$ cat src/hw/scv_pkg.sv
// Purpose: shared constants of the security-code verification block
// Assumes: commands arrive as 24 serial bits, first bit in bit 0
// Notes: control codes are written as {s5..s0}
package scv_pkg;
    localparam int CMD_BITS = 24;
    localparam int ADDR_W = 10;
    localparam int CNT_W = 7;
    // control codes, {s5,s4,s3,s2,s1,s0}
    localparam logic [5:0] CTL_WR_PROT = 6'h31;
    localparam logic [5:0] CTL_WR_PLAIN = 6'h33;
    localparam logic [5:0] CTL_PROT_CMP = 6'h30;
    localparam logic [5:0] CTL_RD_PROT = 6'h0C;
    localparam logic [5:0] CTL_RD_PLAIN = 6'h0E;
    localparam logic [5:0] CTL_ERR_MOD = 6'h32;
    localparam logic [5:0] CTL_CODE_CMP = 6'h0D;
    // field positions inside the shifted command
    localparam int CTL_LSB = 0;
    localparam int A8_POS = 6;
    localparam int A9_POS = 7;
    localparam int ALO_LSB = 8;
    localparam int DATA_LSB = 16;
    // special addresses
    localparam logic [ADDR_W-1:0] ADDR_ERR = 10'h3FD;
    localparam logic [ADDR_W-1:0] ADDR_CODE_LO = 10'h3FE;
    localparam logic [ADDR_W-1:0] ADDR_CODE_HI = 10'h3FF;
    // card clock rises from command end to the data-line answer
    localparam logic [CNT_W-1:0] FAIL_EDGES = 7'h03;
    localparam logic [CNT_W-1:0] PASS_EDGES = 7'h67;
    localparam logic [7:0] ERR_FULL = 8'hFF;
    localparam logic [7:0] ERR_EMPTY = 8'h00;
    localparam logic [15:0] CODE_RESET = 16'hFFFF;
    typedef enum logic [2:0] {
        SCV_IDLE = 3'b001,
        SCV_WAIT = 3'b010,
        SCV_PULL = 3'b100
    } scv_state_t;
endpackage

$ cat src/hw/scv_gate.sv
// Purpose: security-code verification and write gating of the memory card
// Assumes: the memory core does the actual erase/write and read timing
// Notes: error counter and code are held here; sys_rst stands for power-up
`timescale 1ns/100ps
module scv_gate
    import scv_pkg::*;
#(
    parameter logic [15:0] CODE_INIT = CODE_RESET,
    parameter logic [7:0] ERR_INIT = ERR_FULL
) (
    input wire logic clk,
    input wire logic sys_rst,
    input wire logic card_clk,
    input wire logic dir_cmd,
    input wire logic io_in,
    output logic io_out,
    output logic io_oe,
    input wire logic prot_bit,
    output logic mem_go,
    output logic mem_deny,
    output logic [5:0] mem_ctl,
    output logic [scv_pkg::ADDR_W-1:0] mem_addr,
    output logic [7:0] mem_data,
    output logic read_hide,
    output logic verified,
    output logic [7:0] err_count
);
    // ****************************************
    // command capture
    // ****************************************
    logic card_rise;
    logic cmd_start;
    logic cmd_done;
    logic [CMD_BITS-1:0] cmd_bits;

    scv_cmd_shift #(
        .BITS(CMD_BITS)
    ) u_shift (
        .clk(clk),
        .sys_rst(sys_rst),
        .card_clk(card_clk),
        .dir_cmd(dir_cmd),
        .io_in(io_in),
        .card_rise(card_rise),
        .cmd_start(cmd_start),
        .cmd_done(cmd_done),
        .cmd_bits(cmd_bits)
    );

    // ****************************************
    // decode
    // ****************************************
    function automatic logic is_code_addr(input logic [ADDR_W-1:0] a);
        is_code_addr = (a == ADDR_CODE_LO) || (a == ADDR_CODE_HI);
    endfunction

    wire [5:0] ctl_w = cmd_bits[CTL_LSB +: 6];
    wire [ADDR_W-1:0] addr_w = {cmd_bits[A9_POS], cmd_bits[A8_POS], cmd_bits[ALO_LSB +: 8]};
    wire [7:0] data_w = cmd_bits[DATA_LSB +: 8];
    wire is_write_w = (ctl_w == CTL_WR_PROT) || (ctl_w == CTL_WR_PLAIN) || (ctl_w == CTL_PROT_CMP);
    wire is_read_w = (ctl_w == CTL_RD_PROT) || (ctl_w == CTL_RD_PLAIN);
    wire is_err_mod_w = (ctl_w == CTL_ERR_MOD) && (addr_w == ADDR_ERR);
    wire is_cmp_w = (ctl_w == CTL_CODE_CMP) && is_code_addr(addr_w);
    // erasing the counter is a plain erase/write aimed at the counter byte
    wire is_err_erase_w = (ctl_w == CTL_WR_PLAIN) && (addr_w == ADDR_ERR);

    logic verified_reg;
    logic [7:0] err_reg;
    logic [15:0] code_reg;
    logic armed_reg;
    logic lo_ok_reg;
    logic hi_ok_reg;

    // the mask selects the one counter bit to clear; it must still be set
    wire [7:0] err_clear_w = err_reg & data_w;
    wire one_bit_w = (err_clear_w != 8'h00) && ((err_clear_w & (err_clear_w - 8'h01)) == 8'h00);
    wire [7:0] code_byte_w = addr_w[0] ? code_reg[15:8] : code_reg[7:0];
    // an empty counter can never unlock, whatever bytes were entered
    wire attempt_ok_w = armed_reg && lo_ok_reg && hi_ok_reg && (err_reg != ERR_EMPTY);
    wire pass_w = verified_reg || attempt_ok_w;
    wire write_ok_w = verified_reg && prot_bit && !is_err_erase_w;
    wire code_wr_w = write_ok_w && is_code_addr(addr_w) && (ctl_w != CTL_PROT_CMP);
    wire hide_w = is_read_w && !verified_reg && is_code_addr(addr_w);

    // ****************************************
    // security state
    // ****************************************
    always_ff @(posedge clk) begin
        if (sys_rst) begin
            verified_reg <= 1'b0;
            err_reg <= ERR_INIT;
            code_reg <= CODE_INIT;
            armed_reg <= 1'b0;
            lo_ok_reg <= 1'b0;
            hi_ok_reg <= 1'b0;
        end else if (cmd_done) begin
            if (is_err_mod_w && one_bit_w) begin
                err_reg <= err_reg & ~data_w;
                armed_reg <= 1'b1;
                lo_ok_reg <= 1'b0;
                hi_ok_reg <= 1'b0;
            end else if (is_cmp_w && armed_reg) begin
                if (addr_w == ADDR_CODE_LO) begin
                    lo_ok_reg <= (data_w == code_byte_w);
                end else begin
                    hi_ok_reg <= lo_ok_reg && (data_w == code_byte_w);
                end
            end else if (is_err_erase_w) begin
                armed_reg <= 1'b0;
                lo_ok_reg <= 1'b0;
                hi_ok_reg <= 1'b0;
                if (pass_w) begin
                    verified_reg <= 1'b1;
                    err_reg <= ERR_FULL;
                end
            end else if (code_wr_w) begin
                if (addr_w[0]) begin
                    code_reg[15:8] <= data_w;
                end else begin
                    code_reg[7:0] <= data_w;
                end
            end
        end
    end

    // ****************************************
    // data-line answer to the counter erase
    // ****************************************
    scv_state_t state_reg;
    scv_state_t state_next;
    logic [CNT_W-1:0] edge_reg;
    logic [CNT_W-1:0] target_reg;
    wire hit_w = card_rise && ((edge_reg + 7'h01) == target_reg);

    always_comb begin
        state_next = state_reg;
        case (state_reg)
            SCV_IDLE: begin
                if (cmd_done && is_err_erase_w) begin
                    state_next = SCV_WAIT;
                end
            end
            SCV_WAIT: begin
                if (cmd_start) begin
                    state_next = SCV_IDLE;
                end else if (hit_w) begin
                    state_next = SCV_PULL;
                end
            end
            SCV_PULL: begin
                // line stays low until the reader starts a new command
                if (cmd_start) begin
                    state_next = SCV_IDLE;
                end
            end
            default: state_next = SCV_IDLE;
        endcase
    end

    always_ff @(posedge clk) begin
        if (sys_rst) begin
            state_reg <= SCV_IDLE;
            edge_reg <= '0;
            target_reg <= FAIL_EDGES;
        end else begin
            state_reg <= state_next;
            if (state_reg == SCV_IDLE) begin
                edge_reg <= '0;
                target_reg <= pass_w ? PASS_EDGES : FAIL_EDGES;
            end else if (card_rise && state_reg == SCV_WAIT) begin
                edge_reg <= edge_reg + 7'h01;
            end
        end
    end

    // ****************************************
    // outputs, all registered
    // ****************************************
    always_ff @(posedge clk) begin
        if (sys_rst) begin
            io_out <= 1'b0;
            io_oe <= 1'b0;
            mem_go <= 1'b0;
            mem_deny <= 1'b0;
            mem_ctl <= '0;
            mem_addr <= '0;
            mem_data <= '0;
            read_hide <= 1'b0;
            verified <= 1'b0;
            err_count <= ERR_INIT;
        end else begin
            io_out <= 1'b0;
            io_oe <= (state_next == SCV_PULL) && !dir_cmd;
            mem_go <= cmd_done && (is_read_w || (is_write_w && write_ok_w));
            mem_deny <= cmd_done && is_write_w && !write_ok_w;
            if (cmd_done) begin
                mem_ctl <= ctl_w;
                mem_addr <= addr_w;
                mem_data <= data_w;
                read_hide <= hide_w;
            end
            verified <= verified_reg;
            err_count <= err_reg;
        end
    end
endmodule

$ cat src/hw/scv_cmd_shift.sv
// Purpose: collects the 24 serial command bits from the card reader
// Assumes: card clock, direction line and data line are synchronous samples
// Notes: a command ends when the direction line falls
`timescale 1ns/100ps
module scv_cmd_shift
    import scv_pkg::*;
#(
    parameter int BITS = CMD_BITS
) (
    input wire logic clk,
    input wire logic sys_rst,
    input wire logic card_clk,
    input wire logic dir_cmd,
    input wire logic io_in,
    output logic card_rise,
    output logic cmd_start,
    output logic cmd_done,
    output logic [BITS-1:0] cmd_bits
);
    logic clk_d_reg;
    logic dir_d_reg;
    logic [BITS-1:0] shift_reg;
    wire rise_w = card_clk & ~clk_d_reg;

    assign card_rise = rise_w;
    assign cmd_start = dir_cmd & ~dir_d_reg;
    assign cmd_done = ~dir_cmd & dir_d_reg;
    assign cmd_bits = shift_reg;

    // bits enter at the top and walk down, so the first bit lands in bit 0
    always_ff @(posedge clk) begin
        if (sys_rst) begin
            clk_d_reg <= 1'b0;
            dir_d_reg <= 1'b0;
            shift_reg <= '0;
        end else begin
            clk_d_reg <= card_clk;
            dir_d_reg <= dir_cmd;
            if (dir_cmd && rise_w) begin
                shift_reg <= {io_in, shift_reg[BITS-1:1]};
            end
        end
    end
endmodule

$ cat config.mk
export PLATFORM = sky130hd
export DESIGN_NAME = scv_gate
export DESIGN_NICKNAME = d
export VERILOG_FILES = /design/src/hw/scv_pkg.sv /design/src/hw/scv_gate.sv /design/src/hw/scv_cmd_shift.sv
export SDC_FILE = /design/constraint.sdc
export NUM_CORES = 1
export LEC_CHECK = 0
export ABC_CLOCK_PERIOD_IN_PS = 2300
export BUFFER_PORTS_ARGS = -buffer_cell sky130_fd_sc_hd__buf_2
export CAP_MARGIN = 0
export CORE_MARGIN = 1.5
export CORE_UTILIZATION = 32
export DETAILED_ROUTE_END_ITERATION = 10
export SYNTH_ARGS = -nofsm -noshare
export SYNTH_HDL_FRONTEND = slang
export SYNTH_HIERARCHICAL = 1
export SYNTH_SLANG_ARGS = --single-unit
export TNS_END_PERCENT = 10
$ cat constraint.sdc
create_clock -name clk -period 2.3 [get_ports clk]
set_input_delay 0 -clock clk [delete_from_list [all_inputs] [get_ports clk]]
set_output_delay 0 -clock clk [all_outputs]
set_load 0.02 [all_outputs]
==> impl_metrics.ini, run 1 <==
[floorplanning]
ioPinCount = 44
die-width_um = 119.5
fp.dieH_um = 119.5
fp.coreArea_um2 = 13240
die_area_um2 = 14280
start_util = 0.3279
std_cell_rows = 42

[route]
drtIter0Drc = 205
first_pass_iters = 5
drc_errors = 0
ant_nets = 0
vias = 3215
via_per_inst = 4.756
avgRoutedWirePerCell_um = 13.70
wirelength_mm = 9.261

[synth]
synthDistinctLibCells = 55
async_flop_share = 0
synth_top_family_by_area = simple AND/OR/NAND/NOR gates
yosysTopAreaCell = dfxtp_1
yosys_warnings = 6
synth_compound_area_frac = 0.1011
synth_simple_gate_area_frac = 0.2086
avgSynthCellArea_um2 = 9.870
synth-xor-area-share = 0.03428
synthAdderAreaFrac = 0.008067
synth_edf_count = 0
syn_inst = 440
muxShareOfSynthArea = 0.1383
synth.most_common_cell = dfxtp_1
synth.top_cell.area_share = 0.4702
synth_nets = 448
synth.area.top_cells = dfxtp_1 47%, mux2i_1 14%, nor2_1 5.0%
ys_ff_latch = 102
netlist_area_um2 = 4343
yosysSeqAreaShare = 0.4702
ys_top_cells_by_count = 102 x dfxtp_1, 60 x mux2i_1, 58 x nor2_1
synthFlopType = dfxtp_1

[hold_path]
hold_path_end = mem_go
hold_start = prot_bit
min_path_type = input pin to flip-flop
hold-path-cell-count = 5

[setup_path]
worst-setup-path-type = flip-flop to flip-flop
reg2reg_depth = 7
ff2ff_setup_slack_ps = 170
end_kind = flip-flop
critPathSlowestCell = a222oi_1
cpPeakStageDelay_ps = 510
worstPathArrival_ps = 2370
r2r-end = err_reg[6]
worstPathRequired_ps = 2540
crit_cells = 7
crit_buf_inv = 1
crit_chain = a222oi_1 -> a21oi_1 -> o31a_1 -> nor4_4 -> buf_4 -> nand2_1 -> a21o_1
rr_startpoint = err_reg[0]
start_kind = flip-flop
critPathMaxFanout = 9
crit_family = compound AO/OA/AOI/OAI gates

[power]
leakage_uw = 0.001985
irDropWorstVdd_v = 0.0004082
p_per_area_nw_per_um2 = 661.9
power_uw = 3420

[sta]
hold_violations = 0
setup_slack_ps = 173.4
tightest_slew_ps = 1196
max_freq_ghz = 0.4702
setup_viol = 0
period_share = 0.9246
min_period_ps = 2127
fin_skew_ps = 8.316
slew_headroom = 0.2024
final_max_slew_viol_count = 0

[grt]
grt_pass1_wl_mm = 15.53
grt_pass1_vias = 3195
grt_max_degree = 76
grt_overflow = 0
grt_usage = 0.1353
antenna_found_initial = 0

[cts]
cts_tree = done
clk_latency_ps = 350
clockRootBuffer = clkbuf_16
clock_path_buffers = 2
clk_pin_slew_worst_paths_ps = 70
htreeDepth = 3
numCtsBuffers = 9
cts_sinks = 102

[run]
drv_cap = 0

[final_layout]
n_antenna_cell = 0
drive_above_1_share = 0.1980
area_growth_pct = 18.99
nets = 503
largest_reg_flops = 24

[run_status]
outcome = completed

[placement]
dpl.hpwl_mm = 6.534
portBuffers = 42
pre_cts_ws_ps = 174.7
gp_congestion = 0.8400
==> worst min-delay path, delay by kind of cell <==
kind	cells	cell delay (ps)
AND/OR/NAND/NOR	2	130
AO/OA/AOI/OAI	2	220
buffers and inverters	1	100
==> timing repair <==
action	4_1_cts	5_1_grt
gates resized for setup	0	3
hold endpoints to repair	4	0
hold buffers	3	0
buffers inserted	0	1
endpoints found under the setup margin	0	3
==> final cells by class <==
cell class	count	area, um2
Sequential cell	102	2044
Fill cell	1344	8075
Multi-Input combinational cell	300	2138
Timing Repair Buffer	66	397.9
Tap cell	176	220.2
Clock buffer	10	239.0
Clock inverter	6	67.56
Inverter	16	60.06
==> layout by cell type, fill, tap and decap left out, types with 3 or more instances in the layout <==
cell type and instances:
a211o_1 16, a21o_1 9, a21oi_1 9, buf_2 42, buf_4 21, clkbuf_16 9
dfxtp_1 100, dlygate4sd3_1 3, inv_1 16, mux2i_1 60, nand2_1 20, nand2b_1 31
nand3_1 4, nand4_1 9, nor2_1 58, nor2b_1 4, nor4_1 4, o211ai_1 4
or2_2 10, xnor2_1 10, xor2_1 7
==> power by group <==
part | internal (uW) | switching (uW) | total, uW
clock network | 879 | 667 | 1550
registers | 1770 | 1.90 | 1770
logic | 43.6 | 61.2 | 105
==> metal layers <==
layer	part of all wire	routed length, um	track usage	vias up
met3	0.044	406	0.03517	11
li1	-	-	-	1637
met4	0.013	121	0.04241	0
met1	0.51	4740	0.1843	1508
met2	0.43	3992	0.2098	59
met5	0	0	0	-
==> kinds of logic (layout without fill, tap and decap cells) <==
family                   after synthesis  after routing
AO/OA/AOI/OAI                         56             56
XOR/XNOR                              17             17
adder cells (fa/ha/maj)                3              3
buffers and inverters                 38             98
flip-flops                           102            102
multiplexers                          60             60
other                                  1              1
AND/OR/NAND/NOR                      163            163
==> per-stage QoR <==
stage	hold WS (ps)	instance area, um2	instances	utilization	setup TNS (ps)
final	164.3	5167	676	0.3902	0
after global routing	224.1	5167	676	0.3902	-10.03
after CTS	136.6	5152	675	0.3891	0
after detailed placement	249.4	4816	656	0.3637	0
after global placement	247.0	4816	656	0.3637	0
after floorplan	68.86	4343	440	-	0
==> worst max-delay path by stage <==
stage                         startpoint         end
finish                        err_reg[0]  err_reg[6]
global route                 edge_reg[2]       io_oe
CTS                          edge_reg[1]       io_oe
detailed placement           edge_reg[1]       io_oe
global placement    u_shift/cmd_bits[13]   hi_ok_reg
floorplan           u_shift/cmd_bits[16]  err_reg[0]
Power figures use the tool's default switching activity.
==> inputs of run 2 (changes only) <==
==> constraint.sdc (replaced) <==
create_clock -name clk -period 2.3 [get_ports clk]
set_input_delay 0.345 -clock clk [delete_from_list [all_inputs] [get_ports clk]]
set_output_delay 0.345 -clock clk [all_outputs]
set_load 0.02 [all_outputs]
==> run 2 against run 1 <==
Compared with the run above:
- clock skew hardly changed
- routed wire length rose by 0.15%
- clock power barely moved
==> impl_metrics.ini, run 2 (synthesized netlist as in run 1, its figures left out) <==
[floorplanning]
die-width_um = 119.5
std_cell_rows = 42
ioPinCount = 44
fp.coreArea_um2 = 13240
die_area_um2 = 14280
start_util = 0.3279
fp.dieH_um = 119.5

[final_layout]
area_growth_pct = 18.67
multi_input_area_um2 = 2151
stdcell_area_um2 = 5154
regArea_um2 = 2044
drive_above_1_share = 0.1996
mostFrequentLayoutCells = 100 x dfxtp_1, 60 x mux2i_1, 58 x nor2_1
nFillCells = 1356
nets = 499
largest_reg_flops = 24
layout.cells.non_filler = 672
layout_commonest_cell = dfxtp_1
n_antenna_cell = 0

[route]
ant_nets = 0
vias = 3224
wirelength_mm = 9.275
first_pass_iters = 4
via_per_inst = 4.798
drtIter0Drc = 202
drc_errors = 0
avgRoutedWirePerCell_um = 13.80

[setup_path]
worst-setup-path-type = flip-flop to flip-flop
start_kind = flip-flop
r2r-end = hi_ok_reg
rr_startpoint = u_shift/cmd_bits[10]
end_kind = flip-flop
critPathMaxFanout = 3
ff2ff_setup_slack_ps = 80
worstPathArrival_ps = 2480
reg2reg_depth = 6
worstPathRequired_ps = 2570

[sta]
min_period_ps = 2216
fin_skew_ps = 7.931
tightest_slew_ps = 681.0
final_max_slew_viol_count = 0
hold_violations = 0
holdWs_ps = 234.9
slew_headroom = 0.5460
setup_slack_ps = 83.92
setup_viol = 0
max_freq_ghz = 0.4512
period_share = 0.9635

[power]
leakage_uw = 0.001986
irDropWorstVdd_v = 0.0003097
p_per_area_nw_per_um2 = 658.5
power_uw = 3394

[hold_path]
hold_path_end = io_oe
hold-path-cell-count = 2
hold_start = dir_cmd
min_path_type = input pin to flip-flop

[cts]
clk_latency_ps = 340
clock_path_buffers = 2
cts_sinks = 102
cts_tree = done
numCtsBuffers = 9
clk_pin_slew_worst_paths_ps = 70
htreeDepth = 3
clockRootBuffer = clkbuf_16

[placement]
portBuffers = 42
pre_cts_ws_ps = 60.75
dp.cells = 656
post_dp_cell_area_um2 = 4828
gp_congestion = 0.8353
dpl.hpwl_mm = 6.526

[grt]
grt_overflow = 0
grt_pass1_vias = 3076
grt_pass1_wl_mm = 15.19
grt_usage = 0.1325
grt_max_degree = 42
antenna_found_initial = 0

[run]
drv_cap = 0

[run_status]
outcome = completed
## run 2: cell count changes in the layout (fill, tap and decap cells not counted), sizes merged
cell,before,now
buf,63,62
clkbuf,10,11
clkinv,1,2
dlygate4sd3,3,0
inv,18,16
## run 2: how the worst max path moves through the flow
stage	cells past startpoint	slack, ps	startpoint	to
global route	6	-30	u_shift/cmd_bits[13]	hi_ok_reg
detailed placement	6	60	u_shift/cmd_bits[13]	hi_ok_reg
CTS	6	30	u_shift/cmd_bits[13]	hi_ok_reg
floorplan	6	290	u_shift/cmd_bits[16]	err_reg[0]
global placement	6	120	u_shift/cmd_bits[13]	hi_ok_reg
finish	6	80	u_shift/cmd_bits[10]	hi_ok_reg
## run 2: worst max-delay path, stage by stage (launching register included)
cell	delay (ps)
dfxtp_1	360
nand4_1	230
or3_1	450
or4_4	570
nor4_4	320
nand2b_1	80
mux2i_1	130
## run 2: cell type report
| class | count | area share |
|---|---|---|
| flip-flops and latches | 102 | 0.3967 |
| multi-input cells | 300 | 0.4173 |
| well taps | 176 | 0.04273 |
| clock inverters | 5 | 0.01141 |
| inverters | 16 | 0.01165 |
| clock buffers | 11 | 0.04710 |
| repair buffers | 62 | 0.07308 |
## run 2: stage by stage
stage / setup TNS, ps / utilization
after CTS: 0 / 0.3874
final: 0 / 0.3892
after global placement: 0 / 0.3646
after global routing: -34.45 / 0.3892
after detailed placement: 0 / 0.3646
after floorplan: 0 / -
## run 2: report_power, final
group	leakage (uW)	internal (uW)	switching [uW]	total, uW
Clock	0.000142	873	645	1520
Combinational	0.00102	43.3	62.1	105
Sequential	0.000824	1770	1.64	1770
Total	0.00199	2680	709	3390
## run 2: layer usage
metal | up-vias | track usage | share of wire
li1 | 1635 | - | -
met1 | 1520 | 0.1847 | 0.51
met2 | 60 | 0.2011 | 0.45
met3 | 9 | 0.03470 | 0.032
met4 | 0 | 0.04018 | 0.010
met5 | - | 0 | 0
## run 2: timing repair
action,CTS,global route
gates resized for setup,0,7
buffers inserted,0,0
endpoints found under the setup margin,0,11
hold buffers,0,0
==> inputs of run 3 (changes only) <==
--- a/config.mk
+++ b/config.mk
@@ -6,11 +6,12 @@
 export NUM_CORES = 1
 export LEC_CHECK = 0
 export ABC_CLOCK_PERIOD_IN_PS = 2300
-export BUFFER_PORTS_ARGS = -buffer_cell sky130_fd_sc_hd__buf_2
 export CAP_MARGIN = 0
 export CORE_MARGIN = 1.5
 export CORE_UTILIZATION = 32
+export CTS_BUF_LIST = sky130_fd_sc_hd__clkbuf_8
 export DETAILED_ROUTE_END_ITERATION = 10
+export DONT_BUFFER_PORTS = 1
 export SYNTH_ARGS = -nofsm -noshare
 export SYNTH_HDL_FRONTEND = slang
 export SYNTH_HIERARCHICAL = 1
==> run 3 against run 2 <==
Compared with the run above:
- count of clock-buffer cells in the layout unchanged
- global-route usage about the same
- setup slack got worse by 15 ps
- core utilization decreased by 2.9 points
- die area unchanged
- clock skew decreased by 0.75 ps
- first-iteration DRC count increased by 7.4%
- flip-flop and latch count unchanged
- hold slack got worse by 200 ps
- via count decreased by 5.0%
- register-to-register slack about the same
- sequential share of layout area increased by 3.3 points
- largest cell class unchanged
- highest routed layer unchanged
==> impl_metrics.ini, run 3 (synthesized netlist as in run 1, its figures left out) <==
[sta]
slew_headroom = 0.6442
min_period_ps = 2231
hold_violations = 0
setup_viol = 0
tightest_slew_ps = 533.7
rsz0062_at_grt = yes
period_share = 0.9700
finalSetupTns_ps = 0
final_max_slew_viol_count = 0
max_freq_ghz = 0.4482
fin_skew_ps = 7.180

[route]
drtIter0Drc = 217
first_pass_iters = 4
wirelength_mm = 9.127
ant_nets = 0
via_per_inst = 4.910
drc_errors = 0
vias = 3064
avgRoutedWirePerCell_um = 14.63

[final_layout]
nFillCells = 1370
area_growth_pct = 9.738
drive_above_1_share = 0.1071
layout_commonest_cell = dfxtp_1
mostFrequentLayoutCells = 99 x dfxtp_1, 60 x mux2i_1, 58 x nor2_1
stdcell_area_um2 = 4766
largest_reg_flops = 24
nets = 451
n_antenna_cell = 0

[run_status]
outcome = completed

[placement]
portBuffers = 0
post_dp_cell_area_um2 = 4561
dpl.hpwl_mm = 6.429
gp_congestion = 0.8495

[cts]
cts_sinks = 102
numCtsBuffers = 9
clockRootBuffer = clkbuf_8
clk_latency_ps = 370
clk_pin_slew_worst_paths_ps = 90
postCtsHoldBufs = 0
htreeDepth = 3
clock_path_buffers = 2
cts_tree = done

[setup_path]
rr_startpoint = err_reg[0]
worstPathRequired_ps = 2560
end_kind = flip-flop
critPathMaxFanout = 6
start_kind = flip-flop
worst-setup-path-type = flip-flop to flip-flop
r2r-end = lo_ok_reg
worstPathArrival_ps = 2490
ff2ff_setup_slack_ps = 70
reg2reg_depth = 6

[floorplanning]
ioPinCount = 44
die_area_um2 = 14280
die-width_um = 119.5
start_util = 0.3279
fp.dieH_um = 119.5
fp.coreArea_um2 = 13240
std_cell_rows = 42

[hold_path]
hold_path_end = io_oe
hold_start = dir_cmd
hold-path-cell-count = 1
min_path_type = input pin to flip-flop

[power]
leakage_uw = 0.001700
p_per_area_nw_per_um2 = 622.6
irDropWorstVdd_v = 0.0002660

[grt]
grt_max_degree = 90
grt_pass1_wl_mm = 14.95
grt_usage = 0.1326
grt_overflow = 0
grt_pass1_vias = 3040
antenna_found_initial = 0

[run]
drv_cap = 0
run 3: changes by cell type in the layout (fill, tap and decap cells not counted), moves of 2 or more:
cell       previous run  this run
clkbuf_16             9         0
buf_4                18        14
clkbuf_8              1        11
inv_1                16        18
buf_2                42         0
run 3: where the power goes:
group	internal (uW)	switching [uW]
combinational	34.0	35.8
clock	553	575
sequential	1770	1.87
run 3: worst max path at each step:
stage | from | depth (start not counted) | endpoint | slack [ps]
6_report | err_reg[0] | 6 | lo_ok_reg | 70
5_1_grt | u_shift/cmd_bits[11] | 6 | hi_ok_reg | -30
4_1_cts | err_reg[0] | 7 | err_reg[1] | 70
3_5_place_dp | err_reg[0] | 7 | err_reg[1] | 90
3_3_place_gp | u_shift/cmd_bits[20] | 7 | err_reg[3] | 160
2_1_floorplan | u_shift/cmd_bits[16] | 6 | err_reg[0] | 290
run 3: repair_timing:
| item | 4_1_cts | 5_1_grt |
|---|---|---|
| buffers inserted | 0 | 0 |
| resized for setup | 0 | 3 |
| setup endpoints to repair | 0 | 6 |
run 3: critical path, stage by stage, from the launching register on:
cell and delay (ps):
dfxtp_1 390, a222oi_1 550, a21oi_1 120, o31a_1 320, o31ai_1 400, o211ai_1 190, mux2i_1 150
run 3: routing by layer:
metal	wire, um	up-vias	GRT usage
met5	0	-	0
li1	-	1537	-
met2	4160	61	0.2155
met4	111	0	0.04688
met1	4333	1457	0.1650
met3	521	9	0.04325
run 3: through the flow:
step / utilization / cells / setup slack, ps / hold WS (ps) / total power [uW]
floorplan: - / 440 / 286.6 / 413.9 / 1889
global placement: 0.3444 / 608 / 158.9 / 415.6 / 1880
detailed placement: 0.3444 / 608 / 85.88 / 417.1 / 1881
CTS: 0.3596 / 624 / 65.03 / 17.35 / 3017
global route: 0.3599 / 624 / -34.97 / 10.85 / 3099
finish: 0.3599 / 624 / 69.09 / 32.25 / 2967
run 3: cell type report:
class | instances | area, um2 | share of cell area
clock buffer | 11 | 151.4 | 0.03177
clock inverter | 5 | 50.05 | 0.01050
inverter | 16 | 60.06 | 0.01260
multi-input combinational | 300 | 2133 | 0.4476
sequential | 102 | 2046 | 0.4292
tap | 176 | 220.2 | 0.04621
timing repair buffer | 14 | 105.1 | 0.02205
